**config.mk**
```make
export PLATFORM = sky130hd
export DESIGN_NAME = lrc_light_regs
export DESIGN_NICKNAME = d
export VERILOG_FILES = /design/src/hw/lrc_byte_pack.v /design/src/hw/lrc_light_regs.v
export VERILOG_INCLUDE_DIRS = /design/src /design/src/hw
export SDC_FILE = /design/constraint.sdc
export NUM_CORES = 1
export LEC_CHECK = 0
export ABC_AREA = 1
export BUFFER_PORTS_ARGS = -buffer_cell sky130_fd_sc_hd__buf_4
export CORE_AREA = 4 4 127 177
export CTS_CLUSTER_DIAMETER = 200
export DETAILED_ROUTE_END_ITERATION = 10
export DIE_AREA = 0 0 131 181
export HOLD_SLACK_MARGIN = 0.05
export PLACE_DENSITY = 0.41
export SYNTH_ARGS = -nofsm -noshare
export SYNTH_HDL_FRONTEND = slang
export SYNTH_SLANG_ARGS = --single-unit
```
**constraint.sdc**
```tcl
create_clock -name i_mclk -period 3 [get_ports i_mclk]
set_input_delay 0.15 -clock i_mclk [delete_from_list [all_inputs] [get_ports i_mclk]]
set_output_delay 0.15 -clock i_mclk [all_outputs]
set_load 0.01 [all_outputs]
```
**src/hw/lrc_consts.vh**
```
// Offsets, field positions, reset values and timing for the light registers.
`ifndef LRC_CONSTS_VH
`define LRC_CONSTS_VH

`define LRC_OFF_RESULT 8'h00
`define LRC_OFF_CONFIG 8'h01

`define LRC_RESULT_RESET 16'h0000
`define LRC_CONFIG_RESET 16'hC810
// Host-writable bits of the configuration word (15:9 and 4:0).
`define LRC_CONFIG_RW_MASK 16'hFE1F

`define LRC_EXP_HI 15
`define LRC_EXP_LO 12
`define LRC_MANT_HI 11
`define LRC_MANT_LO 0

`define LRC_CFG_RANGE_HI 15
`define LRC_CFG_RANGE_LO 12
`define LRC_CFG_PERIOD 11
`define LRC_CFG_MODE_HI 10
`define LRC_CFG_MODE_LO 9
`define LRC_CFG_OVF 8
`define LRC_CFG_READY 7
`define LRC_CFG_HIGH 6
`define LRC_CFG_LOW 5
`define LRC_CFG_EXPMASK 2

`define LRC_RANGE_AUTO 4'hC
`define LRC_RANGE_MAX 4'hB
`define LRC_MODE_OFF 2'h0
`define LRC_MODE_SINGLE 2'h1

`define LRC_CLK_PERIOD_NS 4
`define LRC_CONV_SHORT_MS 100
`define LRC_CONV_LONG_MS 800
`define LRC_NS_PER_MS 1000000

`endif

```
**src/hw/lrc_byte_pack.v**
```verilog
// Byte lane: register pointer, high-byte-first word assembly and readout.
`timescale 1ns/1ps
`default_nettype none
module lrc_byte_pack (
  // Clock and reset
  input wire i_mclk,
  input wire i_resetn,
  // Byte stream from the serial engine
  input wire i_xfer_start,
  input wire i_wr_byte,
  input wire [7:0] i_wr_data,
  input wire i_rd_byte,
  output reg [7:0] o_rd_data,
  // Word side
  input wire [15:0] i_rd_word,
  output reg [7:0] o_ptr,
  output reg o_word_wr,
  output reg [15:0] o_word,
  output reg o_rd_fetch
);
  reg [1:0] wr_phase;
  reg rd_phase;
  reg [7:0] hold_hi;
  reg [7:0] hold_lo;

  always @(posedge i_mclk or negedge i_resetn) begin
    if (!i_resetn) begin
      wr_phase <= 2'h0;
      rd_phase <= 1'b0;
      hold_hi <= 8'h00;
      hold_lo <= 8'h00;
      o_ptr <= 8'h00;
      o_word_wr <= 1'b0;
      o_word <= 16'h0000;
      o_rd_data <= 8'h00;
      o_rd_fetch <= 1'b0;
    end else begin
      o_word_wr <= 1'b0;
      o_rd_fetch <= 1'b0;
      if (i_xfer_start) begin
        wr_phase <= 2'h0;
        rd_phase <= 1'b0;
      end else if (i_wr_byte) begin
        case (wr_phase)
          2'h0: begin
            o_ptr <= i_wr_data;
            wr_phase <= 2'h1;
          end
          2'h1: begin
            hold_hi <= i_wr_data;
            wr_phase <= 2'h2;
          end
          2'h2: begin
            o_word <= {hold_hi, i_wr_data};
            o_word_wr <= 1'b1;
            wr_phase <= 2'h3;
          end
          default: wr_phase <= 2'h3;
        endcase
      end else if (i_rd_byte) begin
        if (!rd_phase) begin
          o_rd_data <= i_rd_word[15:8];
          hold_lo <= i_rd_word[7:0];
          o_rd_fetch <= 1'b1;
        end else begin
          o_rd_data <= hold_lo;
        end
        rd_phase <= ~rd_phase;
      end
    end
  end
endmodule
`default_nettype wire

```
**src/hw/lrc_light_regs.v**
```verilog
// Result and configuration registers with conversion sequencing.
// What this block does
// - Latest completed conversion held in read-only result.
// - Exponent bits 15:12, mantissa bits 11:0.
// - Result exponent and mantissa reset to zero.
// - Mantissa is unsigned straight binary.
// - Exponent 0..11 picks step 0.01 lux times 2^e.
// - Mask plus manual range reads exponent zero.
// - Configuration at offset 01h, resets to C810h.
// - Configuration write aborts running conversion.
// - New settings requesting conversion start one.
// - Bits 15:9, 4:0 writable; 8:5 status flags.
// - Range field uses the exponent encoding.
// - Range code 1100b selects automatic range.
// - Range field powers up as automatic.
// - Result register sits at offset 00h.
// - Mode: shutdown, single-shot self-clearing, continuous.
// - Period bit selects 100 ms or 800 ms.
// - Auto overflow below max raises range, restarts.
// - Words travel high byte first.
`timescale 1ns/1ps
`default_nettype none
`include "lrc_consts.vh"
module lrc_light_regs #(
  parameter CLK_NS = `LRC_CLK_PERIOD_NS,
  parameter CONV_SHORT_CYC =
    `LRC_CONV_SHORT_MS * `LRC_NS_PER_MS / CLK_NS,
  parameter CONV_LONG_CYC =
    `LRC_CONV_LONG_MS * `LRC_NS_PER_MS / CLK_NS
) (
  // Clock and reset
  input wire i_mclk,
  input wire i_resetn,
  // Byte stream from the serial engine
  input wire i_xfer_start,
  input wire i_wr_byte,
  input wire [7:0] i_wr_data,
  input wire i_rd_byte,
  output wire [7:0] o_rd_data,
  // Light front end
  input wire [11:0] i_adc_mantissa,
  input wire i_adc_overflow,
  output reg o_conv_run,
  output reg [3:0] o_active_range,
  output wire o_integration_period,
  // Limit comparator flags
  input wire i_high_limit_flag,
  input wire i_low_limit_flag
);
  localparam ST_IDLE = 1'b0;
  localparam ST_CONV = 1'b1;

  reg state;
  reg [27:0] conv_cnt;
  reg [15:0] light_result;
  reg [15:0] cfg_rw;
  reg overflow_flag;
  reg conversion_ready_flag;
  reg high_limit_flag;
  reg low_limit_flag;
  reg ovf_seen;
  reg [15:0] rd_word;

  wire [7:0] ptr;
  wire word_wr;
  wire [15:0] word;
  wire rd_fetch;
  wire cfg_wr;
  wire [3:0] range_select;
  wire [1:0] mode;
  wire exponent_mask_enable;
  wire auto_range;
  wire [27:0] conv_len;
  wire conv_end;
  wire auto_retry;
  wire [15:0] cfg_view;

  lrc_byte_pack u_pack (
    .i_mclk(i_mclk),
    .i_resetn(i_resetn),
    .i_xfer_start(i_xfer_start),
    .i_wr_byte(i_wr_byte),
    .i_wr_data(i_wr_data),
    .i_rd_byte(i_rd_byte),
    .o_rd_data(o_rd_data),
    .i_rd_word(rd_word),
    .o_ptr(ptr),
    .o_word_wr(word_wr),
    .o_word(word),
    .o_rd_fetch(rd_fetch)
  );

  // The live field and the write path must agree on what automatic means.
  function is_auto(input [3:0] code);
    is_auto = (code == `LRC_RANGE_AUTO);
  endfunction

  assign cfg_wr = word_wr && (ptr == `LRC_OFF_CONFIG);
  assign range_select = cfg_rw[`LRC_CFG_RANGE_HI:`LRC_CFG_RANGE_LO];
  assign mode = cfg_rw[`LRC_CFG_MODE_HI:`LRC_CFG_MODE_LO];
  assign exponent_mask_enable = cfg_rw[`LRC_CFG_EXPMASK];
  assign auto_range = is_auto(range_select);
  assign o_integration_period = cfg_rw[`LRC_CFG_PERIOD];
  assign conv_len = o_integration_period ? CONV_LONG_CYC[27:0] :
    CONV_SHORT_CYC[27:0];
  assign conv_end = (state == ST_CONV) && (conv_cnt == conv_len - 28'h1);
  assign auto_retry = (state == ST_CONV) && auto_range &&
    i_adc_overflow && (o_active_range != `LRC_RANGE_MAX);

  assign cfg_view = {cfg_rw[15:9], overflow_flag, conversion_ready_flag,
    high_limit_flag, low_limit_flag, cfg_rw[4:0]};

  // Read word is registered so the byte lane sees a stable value.
  always @(posedge i_mclk or negedge i_resetn) begin
    if (!i_resetn) begin
      rd_word <= 16'h0000;
    end else begin
      case (ptr)
        `LRC_OFF_RESULT: begin
          if (exponent_mask_enable && !auto_range) begin
            rd_word <= {4'h0, light_result[`LRC_MANT_HI:`LRC_MANT_LO]};
          end else begin
            rd_word <= light_result;
          end
        end
        `LRC_OFF_CONFIG: rd_word <= cfg_view;
        default: rd_word <= 16'h0000;
      endcase
    end
  end

  always @(posedge i_mclk or negedge i_resetn) begin
    if (!i_resetn) begin
      cfg_rw <= `LRC_CONFIG_RESET & `LRC_CONFIG_RW_MASK;
      light_result <= `LRC_RESULT_RESET;
      overflow_flag <= 1'b0;
      conversion_ready_flag <= 1'b0;
      high_limit_flag <= 1'b0;
      low_limit_flag <= 1'b0;
      ovf_seen <= 1'b0;
      state <= ST_IDLE;
      conv_cnt <= 28'h0;
      o_conv_run <= 1'b0;
      o_active_range <= 4'h0;
    end else begin
      high_limit_flag <= i_high_limit_flag;
      low_limit_flag <= i_low_limit_flag;
      // Ready clears when the config word is fetched; a completion wins.
      // An attempt cut short by a range step is not a completion.
      if (conv_end && !cfg_wr && !auto_retry) begin
        conversion_ready_flag <= 1'b1;
      end else if (rd_fetch && ptr == `LRC_OFF_CONFIG) begin
        conversion_ready_flag <= 1'b0;
      end
      if (cfg_wr) begin
        cfg_rw <= word & `LRC_CONFIG_RW_MASK;
        conv_cnt <= 28'h0;
        ovf_seen <= 1'b0;
        if (word[`LRC_CFG_MODE_HI:`LRC_CFG_MODE_LO] != `LRC_MODE_OFF) begin
          state <= ST_CONV;
          o_conv_run <= 1'b1;
        end else begin
          state <= ST_IDLE;
          o_conv_run <= 1'b0;
        end
        if (is_auto(word[`LRC_CFG_RANGE_HI:`LRC_CFG_RANGE_LO])) begin
          o_active_range <= 4'h0;
        end else begin
          o_active_range <= word[`LRC_CFG_RANGE_HI:`LRC_CFG_RANGE_LO];
        end
      end else begin
        case (state)
          ST_IDLE: begin
            o_conv_run <= 1'b0;
            conv_cnt <= 28'h0;
          end
          ST_CONV: begin
            if (auto_retry) begin
              o_active_range <= o_active_range + 4'h1;
              conv_cnt <= 28'h0;
            end else if (conv_end) begin
              light_result <= {o_active_range, i_adc_mantissa};
              overflow_flag <= ovf_seen | i_adc_overflow;
              ovf_seen <= 1'b0;
              conv_cnt <= 28'h0;
              if (mode == `LRC_MODE_SINGLE) begin
                cfg_rw[`LRC_CFG_MODE_HI:`LRC_CFG_MODE_LO] <= `LRC_MODE_OFF;
                state <= ST_IDLE;
                o_conv_run <= 1'b0;
              end
            end else begin
              conv_cnt <= conv_cnt + 28'h1;
              if (i_adc_overflow) begin
                ovf_seen <= 1'b1;
              end
            end
          end
          default: state <= ST_IDLE;
        endcase
      end
    end
  end
endmodule
`default_nettype wire
```
======== After elaboration in Yosys (flattened, before gate mapping) ========
Index checks and enable logic that the tools add are counted.
cells by class
  eq/ne operators ......................... 13
  bitwise logic cells ..................... 7
  reductions and logical operators ........ 34
  $add $sub $neg .......................... 3
  muxes and demuxes ....................... 48
operators with widths
  kind                                                 number
  two-way mux 28 bit                                   4
  case mux 28 bit (2 select lines)                     1
  case mux 16 bit (2 select lines)                     1
  adder 28 x 1 -> 28 bit (second input constant)       1
  == test 28 bit                                       1
  subtractor 28 x 1 -> 28 bit (second input constant)  1
  two-way mux 1 bit                                    27
  AND reduction 3 bit                                  6
  two-way mux 16 bit                                   1
  two-way mux 4 bit                                    4
  nonzero test 2 bit                                   8
  two-way mux 2 bit                                    7
  AND reduction 4 bit                                  3
  logical AND 1 bit                                    9
  == test 4 bit (second input constant)                2
  == test 8 x 1 -> 1 bit (second input constant)       1
  logical NOT 8 bit                                    1
  two-way mux 8 bit                                    1
  != test 3 x 1 -> 1 bit (second input constant)       2
  NOT 1 bit                                            6
  adder 4 x 1 -> 4 bit (second input constant)         1
  == test 2 x 1 -> 1 bit (second input constant)       2
  != test 2 bit (second input constant)                2
  != test 4 bit (second input constant)                1
  other kinds (9)                                      12
storage, ports and cells
  bits of input ports ..................... 28
  word-level logic and storage cells ...... 127
  flip-flop bits (word level) ............. 136

======== Logic depth before layout (Yosys ltp) ========
  word-level depth ........................ 8
  depth in mapped cells ................... 12
  mapped depth without buffers ............ 11

======== Hierarchy ========
From an unflattened synthesis, not the netlist that was laid out.
second synthesis, totals
  cell total of the unflattened synthesis .. 818
  area, all modules ....................... 6512.5 µm²
by module, submodules not included
  module          times used  area an instance (µm²)  cells an instance
  lrc_light_regs  1           4311.6                  562
  lrc_byte_pack   1           2200.9                  256

======== Worst setup path before layout ========
OpenSTA, ideal clock, no wires.
  kind .................................... register to register
  start point ............................. reg cfg_rw[11]
  end point ............................... reg light_result[15]
  clock period less this slack ............ 1.749 ns
  arrival ................................. 1.632 ns
  library setup time ...................... 0.117 ns
  stages on the path, launching flop included .. 13
  setup slack ............................. 1.251 ns
  cells stage by stage .................... dfstp_2 buf_6 inv_4 buf_6 nand2_2 nand3_2 nor2_2 nand3_2 nor2_4 nand3_4 buf_6 nand2_1 nand2_1
between the ends
  cells in the longest elaborated chain, start to end .. 5
ends and longest elaborated chain
  element                               RTL line              source
  start, declared                       lrc_light_regs.v:56   reg [15:0] cfg_rw;
  start signal, assigned                lrc_light_regs.v:134  cfg_rw <= `LRC_CONFIG_RESET & `LRC_CONFIG_RW_MASK;
  start signal, assigned                lrc_light_regs.v:156  cfg_rw <= word & `LRC_CONFIG_RW_MASK;
  start signal, assigned by index       lrc_light_regs.v:187  cfg_rw[`LRC_CFG_MODE_HI:`LRC_CFG_MODE_LO] <= `LRC_MODE_OFF;
  two-way mux 28 bit                    lrc_light_regs.v:104  assign conv_len = o_integration_period ? CONV_LONG_CYC[27:0] :
  subtractor 28 x 1 -> 28 bit           lrc_light_regs.v:106  assign conv_end = (state == ST_CONV) && (conv_cnt == conv_len - 28'h1);
  == test 28 bit                        lrc_light_regs.v:106
  logical AND 1 bit                     lrc_light_regs.v:106
  AND reduction 4 bit (no source line)  -
  end signal, assigned                  lrc_light_regs.v:135  light_result <= `LRC_RESULT_RESET;
  end signal, assigned                  lrc_light_regs.v:182  light_result <= {o_active_range, i_adc_mantissa};
  end, declared                         lrc_light_regs.v:55   reg [15:0] light_result;
Every way passes these cells.
A chain may end at the register's enable or synchronous reset.

======== Worst setup path in the final report ========
  start point ............................. reg cfg_rw[11]
  end point ............................... reg light_result[13]
The elaborated chain is that of the path after synthesis.

==> run_results.csv <==
group,metric,value,unit
setup_path,path_cells,"inv_4 -> o21ai_0 -> nand2_1 -> nor2_1 -> nand2_1 -> nor2_1 -> nand3_1 -> nand2_1 -> o21ai_1",
cells_and_area,area_growth,21.64,%
synth,synth_edf_count,0,
power,p_per_area,627.5,mW/mm²
sta,rsz0062_at_grt,"false",
min_path,hold_path_class,"in2reg",
die,fp-row-count,63,
drt,drt-total-wl,17.48,mm
setup_path,worst-path-buf-inv,1,
synth,ys_seq_area_share,53.21,%
clock_tree,root_buffer,"clkbuf_16",
sta,final_max_slew_viol_count,0,
flow_run,drv_cap,0,
drt,dr.pass1.iters,5,
drt,antenna_left,0,
setup_path,endpoint_kind,"register",
synth,async_reset_ff_share,100.0,%
die,dieArea,0.02371,mm²
synth,syn_nets,786,
power,peakVddDrop,0.3566,mV
setup_path,r2r_cells,9,
setup_path,critPathMaxFanout,18,
sta,setup_violations,0,
synth,avgSynthCellArea,8.161,µm²
place,dp_hpwl,13.05,mm
die,die-height,181,µm
clock_tree,cts_setup_buffers,0,
sta,max_slew.worst_pin.slew,616.0,ps
synth,synth_flop_cell,"dfrtp_1",
drt,wl_met3,501,µm
clock_tree,cts.path.max_buffers,2,
global_route,grt_start_max_net_pins,60,
setup_path,path_delay_family,"simple AND/OR/NAND/NOR gates",
die,coreArea,0.02105,mm²
setup_path,start_kind,"register",
global_route,grt_pass1_vias,5329,
synth,synth_area,0.006170,mm²
clock_tree,clkLatencyLatePin,420,ps
min_path,min_path_cells,3,
drt,dr.max_layer_used,"met4",
cells_and_area,postLayoutCoreUtil,35.66,%
run_status,status,"finished clean",
clock_tree,cts_tree,"built",
drt,wl_per_cell,16.01,µm
place,place.gp.congestion,0.8794,
drt,wirelength_met1,7.355,mm
place,dp_slack,695.8,ps
clock_tree,cts.reportedPaths.clkPinSlew,60,ps
die,io_pins,42,
sta,clock.fmax,440.7,MHz
synth,ys_seq_elements,131,
sta,min_period,2269,ps
setup_path,critPathKind,"reg2reg",
global_route,grt_use_total,15.62,%
clock_tree,htree_levels,4,
drt,drt_iter0_markers,391,
sta,tns,0,ps
drt,met2WireLength,9.110,mm
synth,yosys.cell_types.count,37,
die,start_util,29.31,%
power,power.static_leakage,3.536,nW
setup_path,max_stage_delay,780,ps
sta,slew_headroom,58.71,%
drt,drcViolationCount,0,
place,portBuffers,41,
cells_and_area,final_nets,849,
sta,finalHoldViolCount,0,
sta,finClkSkew,15.07,ps
cells_and_area,antenna_cells,0,
global_route,gr-total-overflow,0,
global_route,grt_pass1_wl,28.59,mm
synth,synth_warnings,0,
sta,worst_slack,730.8,ps
clock_tree,clock_sinks,131,
synth,netlist_instances,756,
cells_and_area,drive_gt1_share,12.74,%
drt,viasPerCell,4.718,
setup_path,cp.arrival,2560,ps
setup_path,path_depth,9,
die,die_x,131,µm
drt,vias,5152,
setup_path,cpMostUsedCell,"nand2_1",
global_route,antenna_found_initial,0,
clock_tree,numCtsBuffers,17,
setup_path,worstPathRequired,3290,ps
setup_path,crit_path_top_delay_cell,"dfstp_2",
place,place_inst,1037,
sta,min_period_over_period,75.64,%
cells_and_area,fin_cells,1092,
-- synth_stat cells (all sizes together), types with 4 or more instances --
| master | count | area, µm² |
|---|---|---|
| clkbuf | 8 | 32.53 |
| o21ai | 57 | 285.3 |
| buf | 16 | 110.1 |
| o22ai | 6 | 37.54 |
| dfrtp | 127 | 3178 |
| a22o | 5 | 43.79 |
| nor3 | 20 | 125.1 |
| a21oi | 5 | 25.02 |
| xor2 | 12 | 105.1 |
| nand3 | 56 | 322.8 |
| nand4 | 12 | 75.07 |
| dfstp | 4 | 105.1 |
| inv | 78 | 295.3 |
| nand2 | 238 | 900.9 |
| nor2 | 88 | 357.8 |
| a31oi | 9 | 56.30 |
-- worst min-delay path, stage by stage --
cell and delay [ps]:
buf_4 80, inv_1 60, o21ai_0 150
-- routing by layer --
metal  vias to the layer above  track usage, %
met1                      2490           18.77
met3                        29           3.076
met2                        97           27.01
met4                         0           6.052
met5                         -               0
li1                       2536               -
-- metrics by stage --
| stage | hold WS, ps | power [mW] | instance area, µm² |
|---|---|---|---|
| finish | 56.96 | 4.709 | 7505 |
| floorplan | -145.6 | 2.473 | 6170 |
| detailed placement | 168.1 | 2.723 | 6706 |
| CTS | 50.65 | 4.785 | 7505 |
| global placement | 162.8 | 2.709 | 6706 |
| global route | 81.21 | 4.967 | 7505 |
-- cell type report --
class	instances	area, µm²
fill	2224	13540
sequential	131	3283
multi-input combinational	521	2441
timing repair buffer	68	584.3
clock buffer	19	442.9
tap	260	325.3
inverter	80	302.8
clock inverter	13	125.1
-- layout by cell type (no fill, tap or decap), types with 5 or more instances in the layout --
| cell | netlist | routed |
|---|---|---|
| nand3_2 | 6 | 6 |
| a21oi_1 | 5 | 5 |
| nor2_2 | 5 | 5 |
| inv_1 | 75 | 75 |
| nor2_1 | 81 | 81 |
| dlygate4sd3_1 | 0 | 23 |
| nand2_1 | 235 | 235 |
| nand3_1 | 49 | 49 |
| o21ai_0 | 53 | 53 |
| a22o_1 | 5 | 5 |
| clkbuf_16 | 0 | 17 |
| nor3_2 | 5 | 5 |
| a31oi_1 | 9 | 9 |
| xor2_1 | 12 | 12 |
| nor3_1 | 15 | 15 |
| buf_4 | 2 | 43 |
| dfrtp_1 | 127 | 127 |
| o22ai_1 | 6 | 6 |
| nand4_1 | 12 | 12 |
| clkinvlp_4 | 0 | 5 |
-- path summary, 6_finish.rpt --
kind,start,slack (ps),end
hold reg to reg,rd_word[7],440,u_pack.hold_lo[7]
setup reg to reg,cfg_rw[11],730,light_result[13]
max in group asynchronous,i_resetn,1970,u_pack.o_word[9]
hold / removal,i_wr_data[1],60,u_pack.hold_hi[1]
min in group asynchronous,i_resetn,260,conv_cnt[21]
setup / recovery,cfg_rw[11],730,light_result[13]
-- report_power, final --
| group | switching, mW | internal [mW] |
|---|---|---|
| clock network | 0.837 | 1.17 |
| registers | 0.166 | 1.97 |
| logic | 0.325 | 0.240 |
-- repair_timing --
action | 4_1_cts | 5_1_grt
endpoints found under the hold margin | 83 | 0
hold buffers | 23 | 0
gates resized for setup | 0 | 0
-- state kept, by name, summed over array words and instances, names as in the netlist, 2 cells and up --
signal	count
conv_cnt	28
light_result	16
rd_word	16
cfg_rw	12
u_pack.o_word	12
u_pack.hold_lo	8
u_pack.o_ptr	8
u_pack.o_rd_data	8
u_pack.hold_hi	7
o_active_range	4
u_pack.wr_phase	2
-- kinds of logic (layout without fill, tap and decap cells) --
group           after synthesis  after routing  share of synthesized area (%)
compound gates               84             84                          7.503
xor+xnor                     15             15                          2.129
fa+ha+maj                     2              2                         0.4055
flops                       131            131                          53.21
buf+inv                     104            180                          7.220
simple gates                420            420                          29.53
No activity file was read; power rests on OpenSTA's default activity.
